===== src/rtl/flash_map.svh =====
// constants for the serial flash command front end: opcodes, counts, status layout
// assumes one 200 MHz core clock that oversamples the link clock
`ifndef FLASH_MAP_SVH
`define FLASH_MAP_SVH
`define OP_SET_WEL 8'h06
`define OP_CLR_WEL 8'h04
`define OP_VOL_EN 8'h50
`define OP_STAT_LO 8'h05
`define OP_STAT_HI 8'h35
`define OP_BUSY_RPT 8'h25
`define OP_STAT_WR 8'h01
`define OP_READ 8'h03
`define OP_QIO_READ 8'heb
`define OP_WRAP 8'h77
`define OP_ID_JEDEC 8'h9f
`define OP_ID_MD 8'h90
`define OP_ID_MD2 8'h92
`define OP_ID_MD4 8'h94
`define OP_ID_SIG 8'hab
`define LW1 3'h1
`define LW2 3'h2
`define LW4 3'h4
`define OPC_LAST 5'h07
`define ADDR_CLK_X1 5'h18
`define ADDR_CLK_X2 5'h0c
`define ADDR_CLK_X4 5'h06
`define MODE_CLK_X2 5'h04
`define MODE_CLK_X4 5'h02
`define DUMMY_QIO 5'h04
`define WRAP_CLKS 5'h08
`define WRAP_SLOT 5'h06
`define SW_BITS_SHORT 5'h08
`define SW_BITS_LONG 5'h10
`define CNT_SAT 5'h1f
`define BYTE_BITS 4'h8
`define JEDEC_LAST 2'h2
`define WIP_BIT 0
`define WEL_BIT 1
`define PROT_LOW_BIT 7
`define PROT_HIGH_BIT 8
`define S10_BIT 10
`define S15_BIT 15
`define STAT_KEEP_MASK 16'h8403
`define STAT_RESET 16'h0000
`define FIFO_DEPTH 16
`define FIFO_DEPTH_W 6'h10
`define CLK_MHZ 200
`define LAST_ADDR 24'hffffff
`endif


===== src/rtl/flash_pkg.sv =====
// types shared by the flash front end
// assumes flash_map.svh supplies the numeric constants
package flash_pkg;
  typedef enum logic [2:0] {
    ST_OPCODE, ST_ADDR, ST_MODE, ST_DUMMY, ST_DATA_OUT, ST_DATA_IN, ST_BUSY_RPT, ST_IGNORE
  } state_e;
  typedef enum logic [2:0] {
    SRC_NONE, SRC_ARRAY, SRC_STAT_LO, SRC_STAT_HI, SRC_ID_JEDEC, SRC_ID_MD, SRC_ID_SIG
  } src_e;
  typedef struct packed {
    logic [2:0] width;
    logic [4:0] addr_clks;
    logic [4:0] mode_clks;
    logic [4:0] dummy_clks;
    src_e src;
    state_e first;
  } cmd_s;
endpackage : flash_pkg


===== src/rtl/byte_fifo.sv =====
// synchronous fifo with flush, valid/ready on both sides
// assumes DEPTH is a power of two
`timescale 1ns/100ps
`default_nettype none
module byte_fifo #(
  parameter int WIDTH = 8,
  parameter int DEPTH = 16
) (
  input wire logic clk_i,
  input wire logic nrst_i,
  input wire logic flush_i,
  input wire logic in_valid_i,
  output logic in_ready_o,
  input wire logic [WIDTH-1:0] in_data_i,
  output logic out_valid_o,
  input wire logic out_ready_i,
  output logic [WIDTH-1:0] out_data_o,
  output logic [$clog2(DEPTH):0] count_o
);
  localparam int AW = $clog2(DEPTH);
  logic [WIDTH-1:0] mem_q [DEPTH];
  logic [AW-1:0] wr_q;
  logic [AW-1:0] rd_q;
  logic [AW:0] cnt_q;
  logic push;
  logic pop;

  assign in_ready_o = (cnt_q != (AW+1)'(DEPTH));
  assign out_valid_o = (cnt_q != '0);
  assign out_data_o = mem_q[rd_q];
  assign count_o = cnt_q;
  assign push = in_valid_i && in_ready_o;
  assign pop = out_valid_o && out_ready_i;

  always_ff @(posedge clk_i or negedge nrst_i) begin
    if (!nrst_i) begin
      wr_q <= '0;
      rd_q <= '0;
      cnt_q <= '0;
    end else if (flush_i) begin
      wr_q <= '0;
      rd_q <= '0;
      cnt_q <= '0;
    end else begin
      if (push) begin
        wr_q <= wr_q + AW'(1);
      end
      if (pop) begin
        rd_q <= rd_q + AW'(1);
      end
      cnt_q <= cnt_q + (AW+1)'(push) - (AW+1)'(pop);
    end
  end

  for (genvar i = 0; i < DEPTH; i++) begin : g_cell
    always_ff @(posedge clk_i or negedge nrst_i) begin
      if (!nrst_i) begin
        mem_q[i] <= '0;
      end else if (push && wr_q == AW'(i)) begin
        mem_q[i] <= in_data_i;
      end
    end
  end
endmodule : byte_fifo
`default_nettype wire


===== src/rtl/serial_flash_cmd_front_end.sv =====
// command front end of a serial nor flash: link decode, latch, status, plain and quad reads
// assumes the array returns bytes in request order, and array_busy_i is on clk_i
`include "flash_map.svh"
`timescale 1ns/100ps
`default_nettype none
module serial_flash_cmd_front_end #(
  parameter int unsigned STATUS_WRITE_TIME_NS = 2000000,
  parameter logic [7:0] MAKER_ID = 8'h5a, // arbitrary value
  parameter logic [15:0] JEDEC_DEV_ID = 16'h7e21, // arbitrary value
  parameter logic [7:0] DEV_ID = 8'h3c // arbitrary value
) (
  input wire logic clk_i,
  input wire logic nrst_i,
  input wire logic sck_i,
  input wire logic cs_n_i,
  input wire logic [3:0] lane_i,
  output logic [3:0] lane_o,
  output logic [3:0] lane_oe_o,
  input wire logic wp_n_i,
  input wire logic array_busy_i,
  input wire logic wel_clear_i,
  output logic array_req_valid_o,
  input wire logic array_req_ready_i,
  output logic [23:0] array_req_addr_o,
  input wire logic array_data_valid_i,
  output logic array_data_ready_o,
  input wire logic [7:0] array_data_i,
  output logic [15:0] status_o,
  output logic [2:0] wrap_bits_o
);
  localparam int unsigned SW_RAW = (STATUS_WRITE_TIME_NS * `CLK_MHZ) / 1000;
  localparam logic [31:0] SW_CYCLES = (SW_RAW < 1) ? 32'h1 : 32'(SW_RAW);

  // pins: sck, cs_n, wp_n, lanes
  logic [6:0] pin_s1_q;
  logic [6:0] pin_s2_q;
  logic [1:0] edge_q;
  logic sck_s;
  logic cs_n_s;
  logic wp_n_s;
  logic [3:0] lane_s;
  logic sck_rise;
  logic sck_fall;
  logic cs_rise;

  flash_pkg::state_e state_q;
  flash_pkg::cmd_s cmd_q;
  flash_pkg::cmd_s cmd_dec;
  logic [7:0] op_q;
  logic [4:0] cnt_q;
  logic [23:0] in_sr_q;
  logic [23:0] in_next;
  logic [2:0] width_now;
  logic phase_end;

  logic [3:0] lane_q;
  logic [3:0] oe_q;
  logic [7:0] out_sr_q;
  logic [3:0] left_q;
  logic [1:0] idx_q;
  logic [7:0] next_byte;
  logic pop;

  logic wel_q;
  logic [15:0] stat_q;
  logic [15:0] pend_q;
  logic sw_busy_q;
  logic [31:0] timer_q;
  logic vol_arm_q;
  logic vol_use_q;
  logic write_in_progress;
  logic hw_prot;
  logic wel_set;
  logic wel_clr;
  logic sw_done;
  logic sw_frame;
  logic sw_ok;
  logic [15:0] sw_new;
  logic [15:0] sw_merged;
  logic [2:0] wrap_q;

  logic fetch_on_q;
  logic [23:0] fetch_addr_q;
  logic [4:0] outstanding_q;
  logic [4:0] outstanding_next;
  logic [4:0] discard_q;
  logic [4:0] fifo_count;
  logic fifo_in_ready;
  logic fifo_valid;
  logic [7:0] fifo_data;
  logic issue;
  logic resp;

  function automatic flash_pkg::cmd_s decode(input logic [7:0] op);
    flash_pkg::cmd_s c;
    c.width = `LW1;
    c.addr_clks = '0;
    c.mode_clks = '0;
    c.dummy_clks = '0;
    c.src = flash_pkg::SRC_NONE;
    c.first = flash_pkg::ST_IGNORE;
    case (op)
      `OP_STAT_LO: begin
        c.src = flash_pkg::SRC_STAT_LO;
        c.first = flash_pkg::ST_DATA_OUT;
      end
      `OP_STAT_HI: begin
        c.src = flash_pkg::SRC_STAT_HI;
        c.first = flash_pkg::ST_DATA_OUT;
      end
      `OP_BUSY_RPT: c.first = flash_pkg::ST_BUSY_RPT;
      `OP_STAT_WR: c.first = flash_pkg::ST_DATA_IN;
      `OP_READ: begin
        c.addr_clks = `ADDR_CLK_X1;
        c.src = flash_pkg::SRC_ARRAY;
        c.first = flash_pkg::ST_ADDR;
      end
      `OP_QIO_READ, `OP_ID_MD4: begin
        c.width = `LW4;
        c.addr_clks = `ADDR_CLK_X4;
        c.mode_clks = `MODE_CLK_X4;
        c.dummy_clks = `DUMMY_QIO;
        c.src = (op == `OP_ID_MD4) ? flash_pkg::SRC_ID_MD : flash_pkg::SRC_ARRAY;
        c.first = flash_pkg::ST_ADDR;
      end
      `OP_ID_MD2: begin
        c.width = `LW2;
        c.addr_clks = `ADDR_CLK_X2;
        c.mode_clks = `MODE_CLK_X2;
        c.src = flash_pkg::SRC_ID_MD;
        c.first = flash_pkg::ST_ADDR;
      end
      `OP_ID_MD, `OP_ID_SIG: begin
        c.addr_clks = `ADDR_CLK_X1;
        c.src = (op == `OP_ID_MD) ? flash_pkg::SRC_ID_MD : flash_pkg::SRC_ID_SIG;
        c.first = flash_pkg::ST_ADDR;
      end
      `OP_ID_JEDEC: begin
        c.src = flash_pkg::SRC_ID_JEDEC;
        c.first = flash_pkg::ST_DATA_OUT;
      end
      `OP_WRAP: begin
        c.width = `LW4;
        c.dummy_clks = `WRAP_CLKS;
        c.first = flash_pkg::ST_DUMMY;
      end
      default: c.first = flash_pkg::ST_IGNORE;
    endcase
    return c;
  endfunction : decode

  function automatic logic [4:0] phase_len(input flash_pkg::state_e s, input flash_pkg::cmd_s c);
    if (s == flash_pkg::ST_ADDR) begin
      return c.addr_clks;
    end else if (s == flash_pkg::ST_MODE) begin
      return c.mode_clks;
    end
    return c.dummy_clks;
  endfunction : phase_len

  function automatic flash_pkg::state_e phase_after(input flash_pkg::state_e s,
                                                   input flash_pkg::cmd_s c);
    if (s == flash_pkg::ST_ADDR && c.mode_clks != '0) begin
      return flash_pkg::ST_MODE;
    end
    if (s != flash_pkg::ST_DUMMY && c.dummy_clks != '0) begin
      return flash_pkg::ST_DUMMY;
    end
    return (c.src == flash_pkg::SRC_NONE) ? flash_pkg::ST_IGNORE : flash_pkg::ST_DATA_OUT;
  endfunction : phase_after

  // top bits of a byte onto the lanes for one link clock
  function automatic logic [3:0] lanes_of(input logic [7:0] b, input logic [2:0] w);
    if (w == `LW1) begin
      return {2'h0, b[7], 1'b0};
    end else if (w == `LW2) begin
      return {2'h0, b[7:6]};
    end
    return b[7:4];
  endfunction : lanes_of

  function automatic logic [3:0] oe_of(input logic [2:0] w);
    if (w == `LW1) begin
      return 4'h2;
    end else if (w == `LW2) begin
      return 4'h3;
    end
    return 4'hf;
  endfunction : oe_of

  // sck and cs_n are asynchronous to clk_i; edges are taken after two flops
  always_ff @(posedge clk_i or negedge nrst_i) begin
    if (!nrst_i) begin
      pin_s1_q <= 7'h03;
      pin_s2_q <= 7'h03;
      edge_q <= 2'h3;
    end else begin
      pin_s1_q <= {lane_i, wp_n_i, cs_n_i, sck_i};
      pin_s2_q <= pin_s1_q;
      edge_q <= pin_s2_q[1:0];
    end
  end

  assign sck_s = pin_s2_q[0];
  assign cs_n_s = pin_s2_q[1];
  assign wp_n_s = pin_s2_q[2];
  assign lane_s = pin_s2_q[6:3];
  assign sck_rise = sck_s && !edge_q[0];
  assign sck_fall = !sck_s && edge_q[0];
  assign cs_rise = cs_n_s && !edge_q[1];

  assign width_now = (state_q == flash_pkg::ST_OPCODE) ? `LW1 : cmd_q.width;
  always_comb begin
    if (width_now == `LW1) begin
      in_next = {in_sr_q[22:0], lane_s[0]};
    end else if (width_now == `LW2) begin
      in_next = {in_sr_q[21:0], lane_s[1:0]};
    end else begin
      in_next = {in_sr_q[19:0], lane_s};
    end
  end
  assign cmd_dec = decode(in_next[7:0]);
  assign phase_end = (cnt_q == phase_len(state_q, cmd_q) - 5'h1);

  always_ff @(posedge clk_i or negedge nrst_i) begin
    if (!nrst_i) begin
      state_q <= flash_pkg::ST_OPCODE;
      cmd_q <= '{`LW1, 5'h00, 5'h00, 5'h00, flash_pkg::SRC_NONE, flash_pkg::ST_IGNORE};
      op_q <= 8'h00;
      cnt_q <= '0;
      in_sr_q <= '0;
    end else if (cs_n_s) begin
      state_q <= flash_pkg::ST_OPCODE;
      cnt_q <= '0;
    end else if (sck_rise) begin
      in_sr_q <= in_next;
      unique case (state_q)
        flash_pkg::ST_OPCODE: begin
          if (cnt_q == `OPC_LAST) begin
            op_q <= in_next[7:0];
            cmd_q <= cmd_dec;
            cnt_q <= '0;
            if (cmd_dec.src == flash_pkg::SRC_ARRAY && write_in_progress) begin
              state_q <= flash_pkg::ST_IGNORE;
            end else begin
              state_q <= cmd_dec.first;
            end
          end else begin
            cnt_q <= cnt_q + 5'h1;
          end
        end
        flash_pkg::ST_ADDR, flash_pkg::ST_MODE, flash_pkg::ST_DUMMY: begin
          if (phase_end) begin
            cnt_q <= '0;
            state_q <= phase_after(state_q, cmd_q);
          end else begin
            cnt_q <= cnt_q + 5'h1;
          end
        end
        flash_pkg::ST_DATA_IN, flash_pkg::ST_IGNORE: begin
          if (cnt_q != `CNT_SAT) begin
            cnt_q <= cnt_q + 5'h1;
          end
        end
        flash_pkg::ST_DATA_OUT, flash_pkg::ST_BUSY_RPT: cnt_q <= cnt_q;
      endcase
    end
  end

  always_ff @(posedge clk_i or negedge nrst_i) begin
    if (!nrst_i) begin
      wrap_q <= '0;
    end else if (sck_rise && state_q == flash_pkg::ST_DUMMY && op_q == `OP_WRAP
                 && cnt_q == `WRAP_SLOT) begin
      wrap_q <= lane_s[2:0];
    end
  end
  assign wrap_bits_o = wrap_q;

  always_comb begin
    unique case (cmd_q.src)
      flash_pkg::SRC_STAT_LO: next_byte = status_o[7:0];
      flash_pkg::SRC_STAT_HI: next_byte = status_o[15:8];
      flash_pkg::SRC_ID_JEDEC: next_byte = (idx_q == 2'h0) ? MAKER_ID :
                                 (idx_q == 2'h1) ? JEDEC_DEV_ID[15:8] : JEDEC_DEV_ID[7:0];
      flash_pkg::SRC_ID_MD: next_byte = idx_q[0] ? DEV_ID : MAKER_ID;
      flash_pkg::SRC_ID_SIG: next_byte = DEV_ID;
      flash_pkg::SRC_ARRAY: next_byte = fifo_data;
      flash_pkg::SRC_NONE: next_byte = 8'h00;
      default: next_byte = 8'h00;
    endcase
  end
  assign pop = state_q == flash_pkg::ST_DATA_OUT && sck_fall && left_q == '0
               && cmd_q.src == flash_pkg::SRC_ARRAY && !cs_n_s;

  // data out lanes change on link falling edges so the host samples on rising ones; the busy report lane updates on every clk_i
  always_ff @(posedge clk_i or negedge nrst_i) begin
    if (!nrst_i) begin
      lane_q <= '0;
      oe_q <= '0;
      out_sr_q <= '0;
      left_q <= '0;
      idx_q <= '0;
    end else if (cs_n_s) begin
      oe_q <= '0;
      left_q <= '0;
      idx_q <= '0;
    end else if (state_q == flash_pkg::ST_BUSY_RPT) begin
      lane_q <= {2'h0, write_in_progress, 1'b0};
      oe_q <= 4'h2;
    end else if (state_q == flash_pkg::ST_DATA_OUT && sck_fall) begin
      if (left_q == '0) begin
        lane_q <= lanes_of(next_byte, cmd_q.width);
        out_sr_q <= next_byte << cmd_q.width;
        left_q <= `BYTE_BITS - {1'b0, cmd_q.width};
        idx_q <= (cmd_q.src == flash_pkg::SRC_ID_JEDEC && idx_q == `JEDEC_LAST) ? 2'h0 :
                 idx_q + 2'h1;
        oe_q <= oe_of(cmd_q.width);
      end else begin
        lane_q <= lanes_of(out_sr_q, cmd_q.width);
        out_sr_q <= out_sr_q << cmd_q.width;
        left_q <= left_q - {1'b0, cmd_q.width};
      end
    end
  end
  assign lane_o = lane_q;
  assign lane_oe_o = oe_q;

  assign write_in_progress = sw_busy_q || array_busy_i;
  assign hw_prot = stat_q[`PROT_HIGH_BIT] || (stat_q[`PROT_LOW_BIT] && !wp_n_s);
  assign status_o = {stat_q[15:2], wel_q, write_in_progress};
  assign wel_set = cs_rise && state_q == flash_pkg::ST_IGNORE && cnt_q == '0
                   && op_q == `OP_SET_WEL;
  assign wel_clr = cs_rise && state_q == flash_pkg::ST_IGNORE && cnt_q == '0
                   && op_q == `OP_CLR_WEL;
  assign sw_done = sw_busy_q && timer_q == '0;
  assign sw_frame = cs_rise && state_q == flash_pkg::ST_DATA_IN
                    && (cnt_q == `SW_BITS_SHORT || cnt_q == `SW_BITS_LONG);
  assign sw_ok = sw_frame && !write_in_progress && !hw_prot && (vol_use_q || wel_q);
  assign sw_new = (cnt_q == `SW_BITS_LONG) ? {in_sr_q[7:0], in_sr_q[15:8]} :
                  {stat_q[15:8], in_sr_q[7:0]};
  assign sw_merged = (sw_new & ~`STAT_KEEP_MASK) | (stat_q & `STAT_KEEP_MASK);

  // a set in the same cycle as a completion wins
  always_ff @(posedge clk_i or negedge nrst_i) begin
    if (!nrst_i) begin
      wel_q <= 1'b0;
    end else if (wel_set) begin
      wel_q <= 1'b1;
    end else if (wel_clr || sw_done || wel_clear_i) begin
      wel_q <= 1'b0;
    end
  end

  always_ff @(posedge clk_i or negedge nrst_i) begin
    if (!nrst_i) begin
      vol_arm_q <= 1'b0;
      vol_use_q <= 1'b0;
    end else if (cs_rise && state_q == flash_pkg::ST_IGNORE && cnt_q == '0
                 && op_q == `OP_VOL_EN) begin
      vol_arm_q <= 1'b1;
    end else if (sck_rise && !cs_n_s && state_q == flash_pkg::ST_OPCODE
                 && cnt_q == `OPC_LAST) begin
      vol_use_q <= vol_arm_q && in_next[7:0] == `OP_STAT_WR;
      vol_arm_q <= 1'b0;
    end
  end

  // volatile writes take effect at once; the retained copy waits out the timed cycle
  always_ff @(posedge clk_i or negedge nrst_i) begin
    if (!nrst_i) begin
      stat_q <= `STAT_RESET;
      pend_q <= `STAT_RESET;
      sw_busy_q <= 1'b0;
      timer_q <= '0;
    end else if (sw_ok && vol_use_q) begin
      stat_q <= sw_merged;
    end else if (sw_ok) begin
      pend_q <= sw_merged;
      sw_busy_q <= 1'b1;
      timer_q <= SW_CYCLES - 32'h1;
    end else if (sw_done) begin
      stat_q <= pend_q;
      sw_busy_q <= 1'b0;
    end else if (sw_busy_q) begin
      timer_q <= timer_q - 32'h1;
    end
  end

  // prefetch from the array; replies still in flight at frame end are dropped
  assign issue = array_req_valid_o && array_req_ready_i;
  assign resp = array_data_valid_i && array_data_ready_o;
  assign array_req_valid_o = fetch_on_q && !cs_n_s
                             && ({1'b0, outstanding_q} + {1'b0, fifo_count}) < `FIFO_DEPTH_W;
  assign array_req_addr_o = fetch_addr_q;
  assign array_data_ready_o = (discard_q != '0) || fifo_in_ready;
  assign outstanding_next = outstanding_q + 5'(issue) - 5'(resp);

  always_ff @(posedge clk_i or negedge nrst_i) begin
    if (!nrst_i) begin
      fetch_on_q <= 1'b0;
      fetch_addr_q <= '0;
      outstanding_q <= '0;
      discard_q <= '0;
    end else begin
      outstanding_q <= outstanding_next;
      if (cs_n_s) begin
        fetch_on_q <= 1'b0;
        discard_q <= outstanding_next;
      end else begin
        if (resp && discard_q != '0) begin
          discard_q <= discard_q - 5'h1;
        end
        if (sck_rise && state_q == flash_pkg::ST_ADDR && phase_end
            && cmd_q.src == flash_pkg::SRC_ARRAY) begin
          fetch_on_q <= 1'b1;
          fetch_addr_q <= in_next;
        end else if (issue) begin
          fetch_addr_q <= fetch_addr_q + 24'h1;
        end
      end
    end
  end

  byte_fifo #(.WIDTH(8), .DEPTH(`FIFO_DEPTH)) u_fifo (
    .clk_i(clk_i),
    .nrst_i(nrst_i),
    .flush_i(cs_n_s),
    .in_valid_i(array_data_valid_i && discard_q == '0),
    .in_ready_o(fifo_in_ready),
    .in_data_i(array_data_i),
    .out_valid_o(fifo_valid),
    .out_ready_i(pop),
    .out_data_o(fifo_data),
    .count_o(fifo_count)
  );
endmodule : serial_flash_cmd_front_end
`default_nettype wire

===== config.mk =====
export PLATFORM = sky130hd
export DESIGN_NAME = serial_flash_cmd_front_end
export DESIGN_NICKNAME = d
export VERILOG_FILES = /design/src/rtl/flash_pkg.sv /design/src/rtl/byte_fifo.sv /design/src/rtl/serial_flash_cmd_front_end.sv
export VERILOG_INCLUDE_DIRS = /design/src /design/src/rtl
export SDC_FILE = /design/constraint.sdc
export NUM_CORES = 1
export LEC_CHECK = 0
export ABC_AREA = 0
export BUFFER_PORTS_ARGS = -buffer_cell sky130_fd_sc_hd__clkbuf_2
export CAP_MARGIN = 20
export CELL_PAD_IN_SITES_DETAIL_PLACEMENT = 0
export CELL_PAD_IN_SITES_GLOBAL_PLACEMENT = 2
export CORE_MARGIN = 2
export CORE_UTILIZATION = 41
export CTS_BUF_LIST = sky130_fd_sc_hd__clkbuf_16
export DETAILED_ROUTE_END_ITERATION = 10
export PLACE_DENSITY = 0.88
export RECOVER_POWER = 100
export SLEW_MARGIN = 0
export SYNTH_ARGS = -nofsm -noshare
export SYNTH_HDL_FRONTEND = slang
export SYNTH_HIERARCHICAL = 1
export SYNTH_SLANG_ARGS = --single-unit

===== constraint.sdc =====
create_clock -name clk_i -period 3.8 [get_ports clk_i]
set_input_delay 1.14 -clock clk_i [delete_from_list [all_inputs] [get_ports clk_i]]
set_output_delay 1.14 -clock clk_i [all_outputs]
set_load 0.01 [all_outputs]

==> impl_metrics.ini <==
[critical_path]
path_class = reg2reg
required_ps = 4210
cp-end-kind = flip-flop
cp_max_fo = 18
cp-start-kind = flip-flop
arrival_ps = 4000
rr_worst_depth = 7
slowest_delay_ps = 750
cpMaxStageDelayCell = o31ai_1
crit_chain = or3_1, nand2_4, o31ai_1, nand2_1, or4_1, a2111oi_1, o32ai_1

[layout]
fillers = 4161
fin_cells = 2391
final_core_util_pct = 45.9
seq_area_um2 = 8320
area_growth_pct = 10.7
final_nets = 1829
multi_input_area_um2 = 8570
antenna_cells = 0
drive_above_1_share_pct = 16.1

[timing]
worst_pin_slew_ps = 2560
rsz0062_at_grt = false
setup_viol = 0
fin_crit_sh_pct = 94.5
clock_skew_ps = 13.6
fin_tns_setup_ps = 0
max_freq_ghz = 0.278
slew-limit-headroom_pct = -70.6
hold_viol_final = 0
fin_crit_ps = 3590
drv_slew = 84

[floorplan]
rows = 76
ios = 74
start_util_pct = 41.4
dieArea_um2 = 45100
core_um2 = 43000
die_h_um = 212
die_w_um = 212

[yosys]
yosysSeqAreaShare_pct = 46.7
syn-num-nets = 1768
synth_commonest_cells = 325 x dfrtp_1, 153 x nor2_1, 148 x nand2_1
syn_inst = 1713
ys_types = 103
synth.most_common_cell = dfrtp_1
synth_edf_count = 0
post_synth.cell_area_avg_um2 = 10.4
ys_async_sr_fraction_pct = 100
synth_area_leaders = dfrtp_1 46%, mux2_2 7.5%, nor2_1 3.2%
yosysWarnings = 6
synth-seq-cells = 332
synth_area_leader_cell = dfrtp_1
ys.flop_type = dfrtp_1
yosysTopAreaCellShare_pct = 45.7
netlist_area_um2 = 17800

[clock_network]
clkLatencyLatePin_ps = 560
tritoncts = yes
clock_sinks = 332
cts_root_buffer = clkbuf_16
h-tree-depth = 2
clk_pin_slew_ps = 60
postCtsSetupBuffers = 0
hold_buffers = 0
numCtsBuffers = 40
cts_resized = 0
cts_buffer_depth = 3

[power]
p_leak_nw = 8.64
powerDensity_nw_per_um2 = 435
ir_drop_mv = 0.454

[routing]
drt_iter0_markers = 900
ant_nets = 0
wl_per_cell_um = 19.6
route.detailed.drc = 0
drt-total-wl_um = 46800
post_drt_via_cell_ratio = 5.68
drtPass1Iterations = 5
vias = 13600

[grt]
grt_pass1_wl_um = 76000
grt_overflow = 0
grt_pass1_vias = 13400
antenna_found_initial = 0
grt_max_degree = 87
grt.total_usage_pct = 21.3

[hold_path]
min_path_cells = 0
min_path_type = reg2reg

[run_status]
violations = max-capacitance violations, max-slew violations
outcome = complete, but fails checks

[run]
maxCapViolations = 1

[place]
port_buffers = 73
hpwl_um = 33000
gp_congestion = 0.856
placed_cells = 2317
final timing paths:
| path | start | endpoint | slack (ps) |
|---|---|---|---|
| hold / removal | pin_s1_q[2] | pin_s2_q[2] | 350 |
| min in group asynchronous | nrst_i | timer_q[17] | 1340 |
| max in group asynchronous | nrst_i | u_fifo/mem_q[100] | 640 |
| setup / recovery | state_q[1] | state_q[2] | 210 |
| setup reg to reg | state_q[1] | state_q[2] | 210 |
| hold reg to reg | pin_s1_q[2] | pin_s2_q[2] | 350 |
cell usage in the layout, fill, tap and decap left out, drive strengths merged, types with 9 or more instances in the layout:
master  instances
dfrtp         325
nor2          156
nand2         150
mux2          135
clkbuf        133
a21oi         111
o21ai         106
inv            65
mux2i          54
nand3          52
ha             31
o22ai          30
buf            29
nor3           22
and2           20
clkinv         20
or3            18
nand2b         18
xnor2          18
a211oi         17
a221oi         17
nand4          17
nor4           17
xor2           16
a31oi          16
mux4           16
a21o           13
nor2b          13
a22oi          12
and3           10
nand4b         10
o22a           10
o31ai          10
nor3b           9
worst max-delay path, delay by kind of cell, from the launching register on:
| family | cells | cell delay (ps) |
|---|---|---|
| AOI/OAI and AO/OA | 3 | 1400 |
| DFF | 1 | 680 |
| and+or+nand+nor | 4 | 1370 |
registers in the layout, summed over array words and instances, names as in the netlist, 7 cells and up:
name              flops
pin_s2_q              7
out_sr_q              8
pend_q               14
array_req_addr_o     24
pin_s1_q              7
op_q                  8
in_sr_q              23
timer_q              32
cmd_q                13
u_fifo/mem_q        128
stat_q               14
routing by layer:
layer	part of all wire, %	up-vias	GRT usage [%]	wire (um)
li1	-	6366	-	-
met1	46	6808	30.1	21700
met2	47	324	34.0	21800
met3	4.6	74	3.13	2130
met4	2.6	0	6.27	1200
met5	0	-	0	0
layout make-up:
type                            count  area share (%)
Tap cell                          585            3.71
Inverter                           55            1.05
Clock buffer                       41            5.20
Sequential cell                   332            42.2
Multi-Input combinational cell   1224            43.5
Timing Repair Buffer              121            3.29
Clock inverter                     33            1.09
stage by stage:
stage / setup slack, ps / hold slack (ps) / cell area [um^2] / total power, W
CTS: 382 / 353 / 20100 / 0.00871
global route: 56.8 / 356 / 19700 / 0.00897
global placement: 411 / 339 / 18900 / 0.00500
detailed placement: 349 / 339 / 18900 / 0.00502
finish: 209 / 349 / 19700 / 0.00857
floorplan: 479 / 331 / 17800 / 0.00460
cell families after synthesis:
family / count (synthesis) / synth area share (%)
AOI/OAI and AO/OA: 409 / 14.6
xor gates and xnor gates: 34 / 1.67
adders and majority gates: 34 / 2.52
buffers and inverters: 157 / 3.96
DFF: 332 / 46.7
muxes: 205 / 13.9
and+or+nand+nor: 542 / 16.6
where the power goes:
group | internal [W] | total (W) | switching [W]
clock network | 0.00210 | 0.00364 | 0.00154
logic | 0.000411 | 0.00104 | 0.000631
registers | 0.00371 | 0.00389 | 0.000174
(Power assumes the default switching activity.)
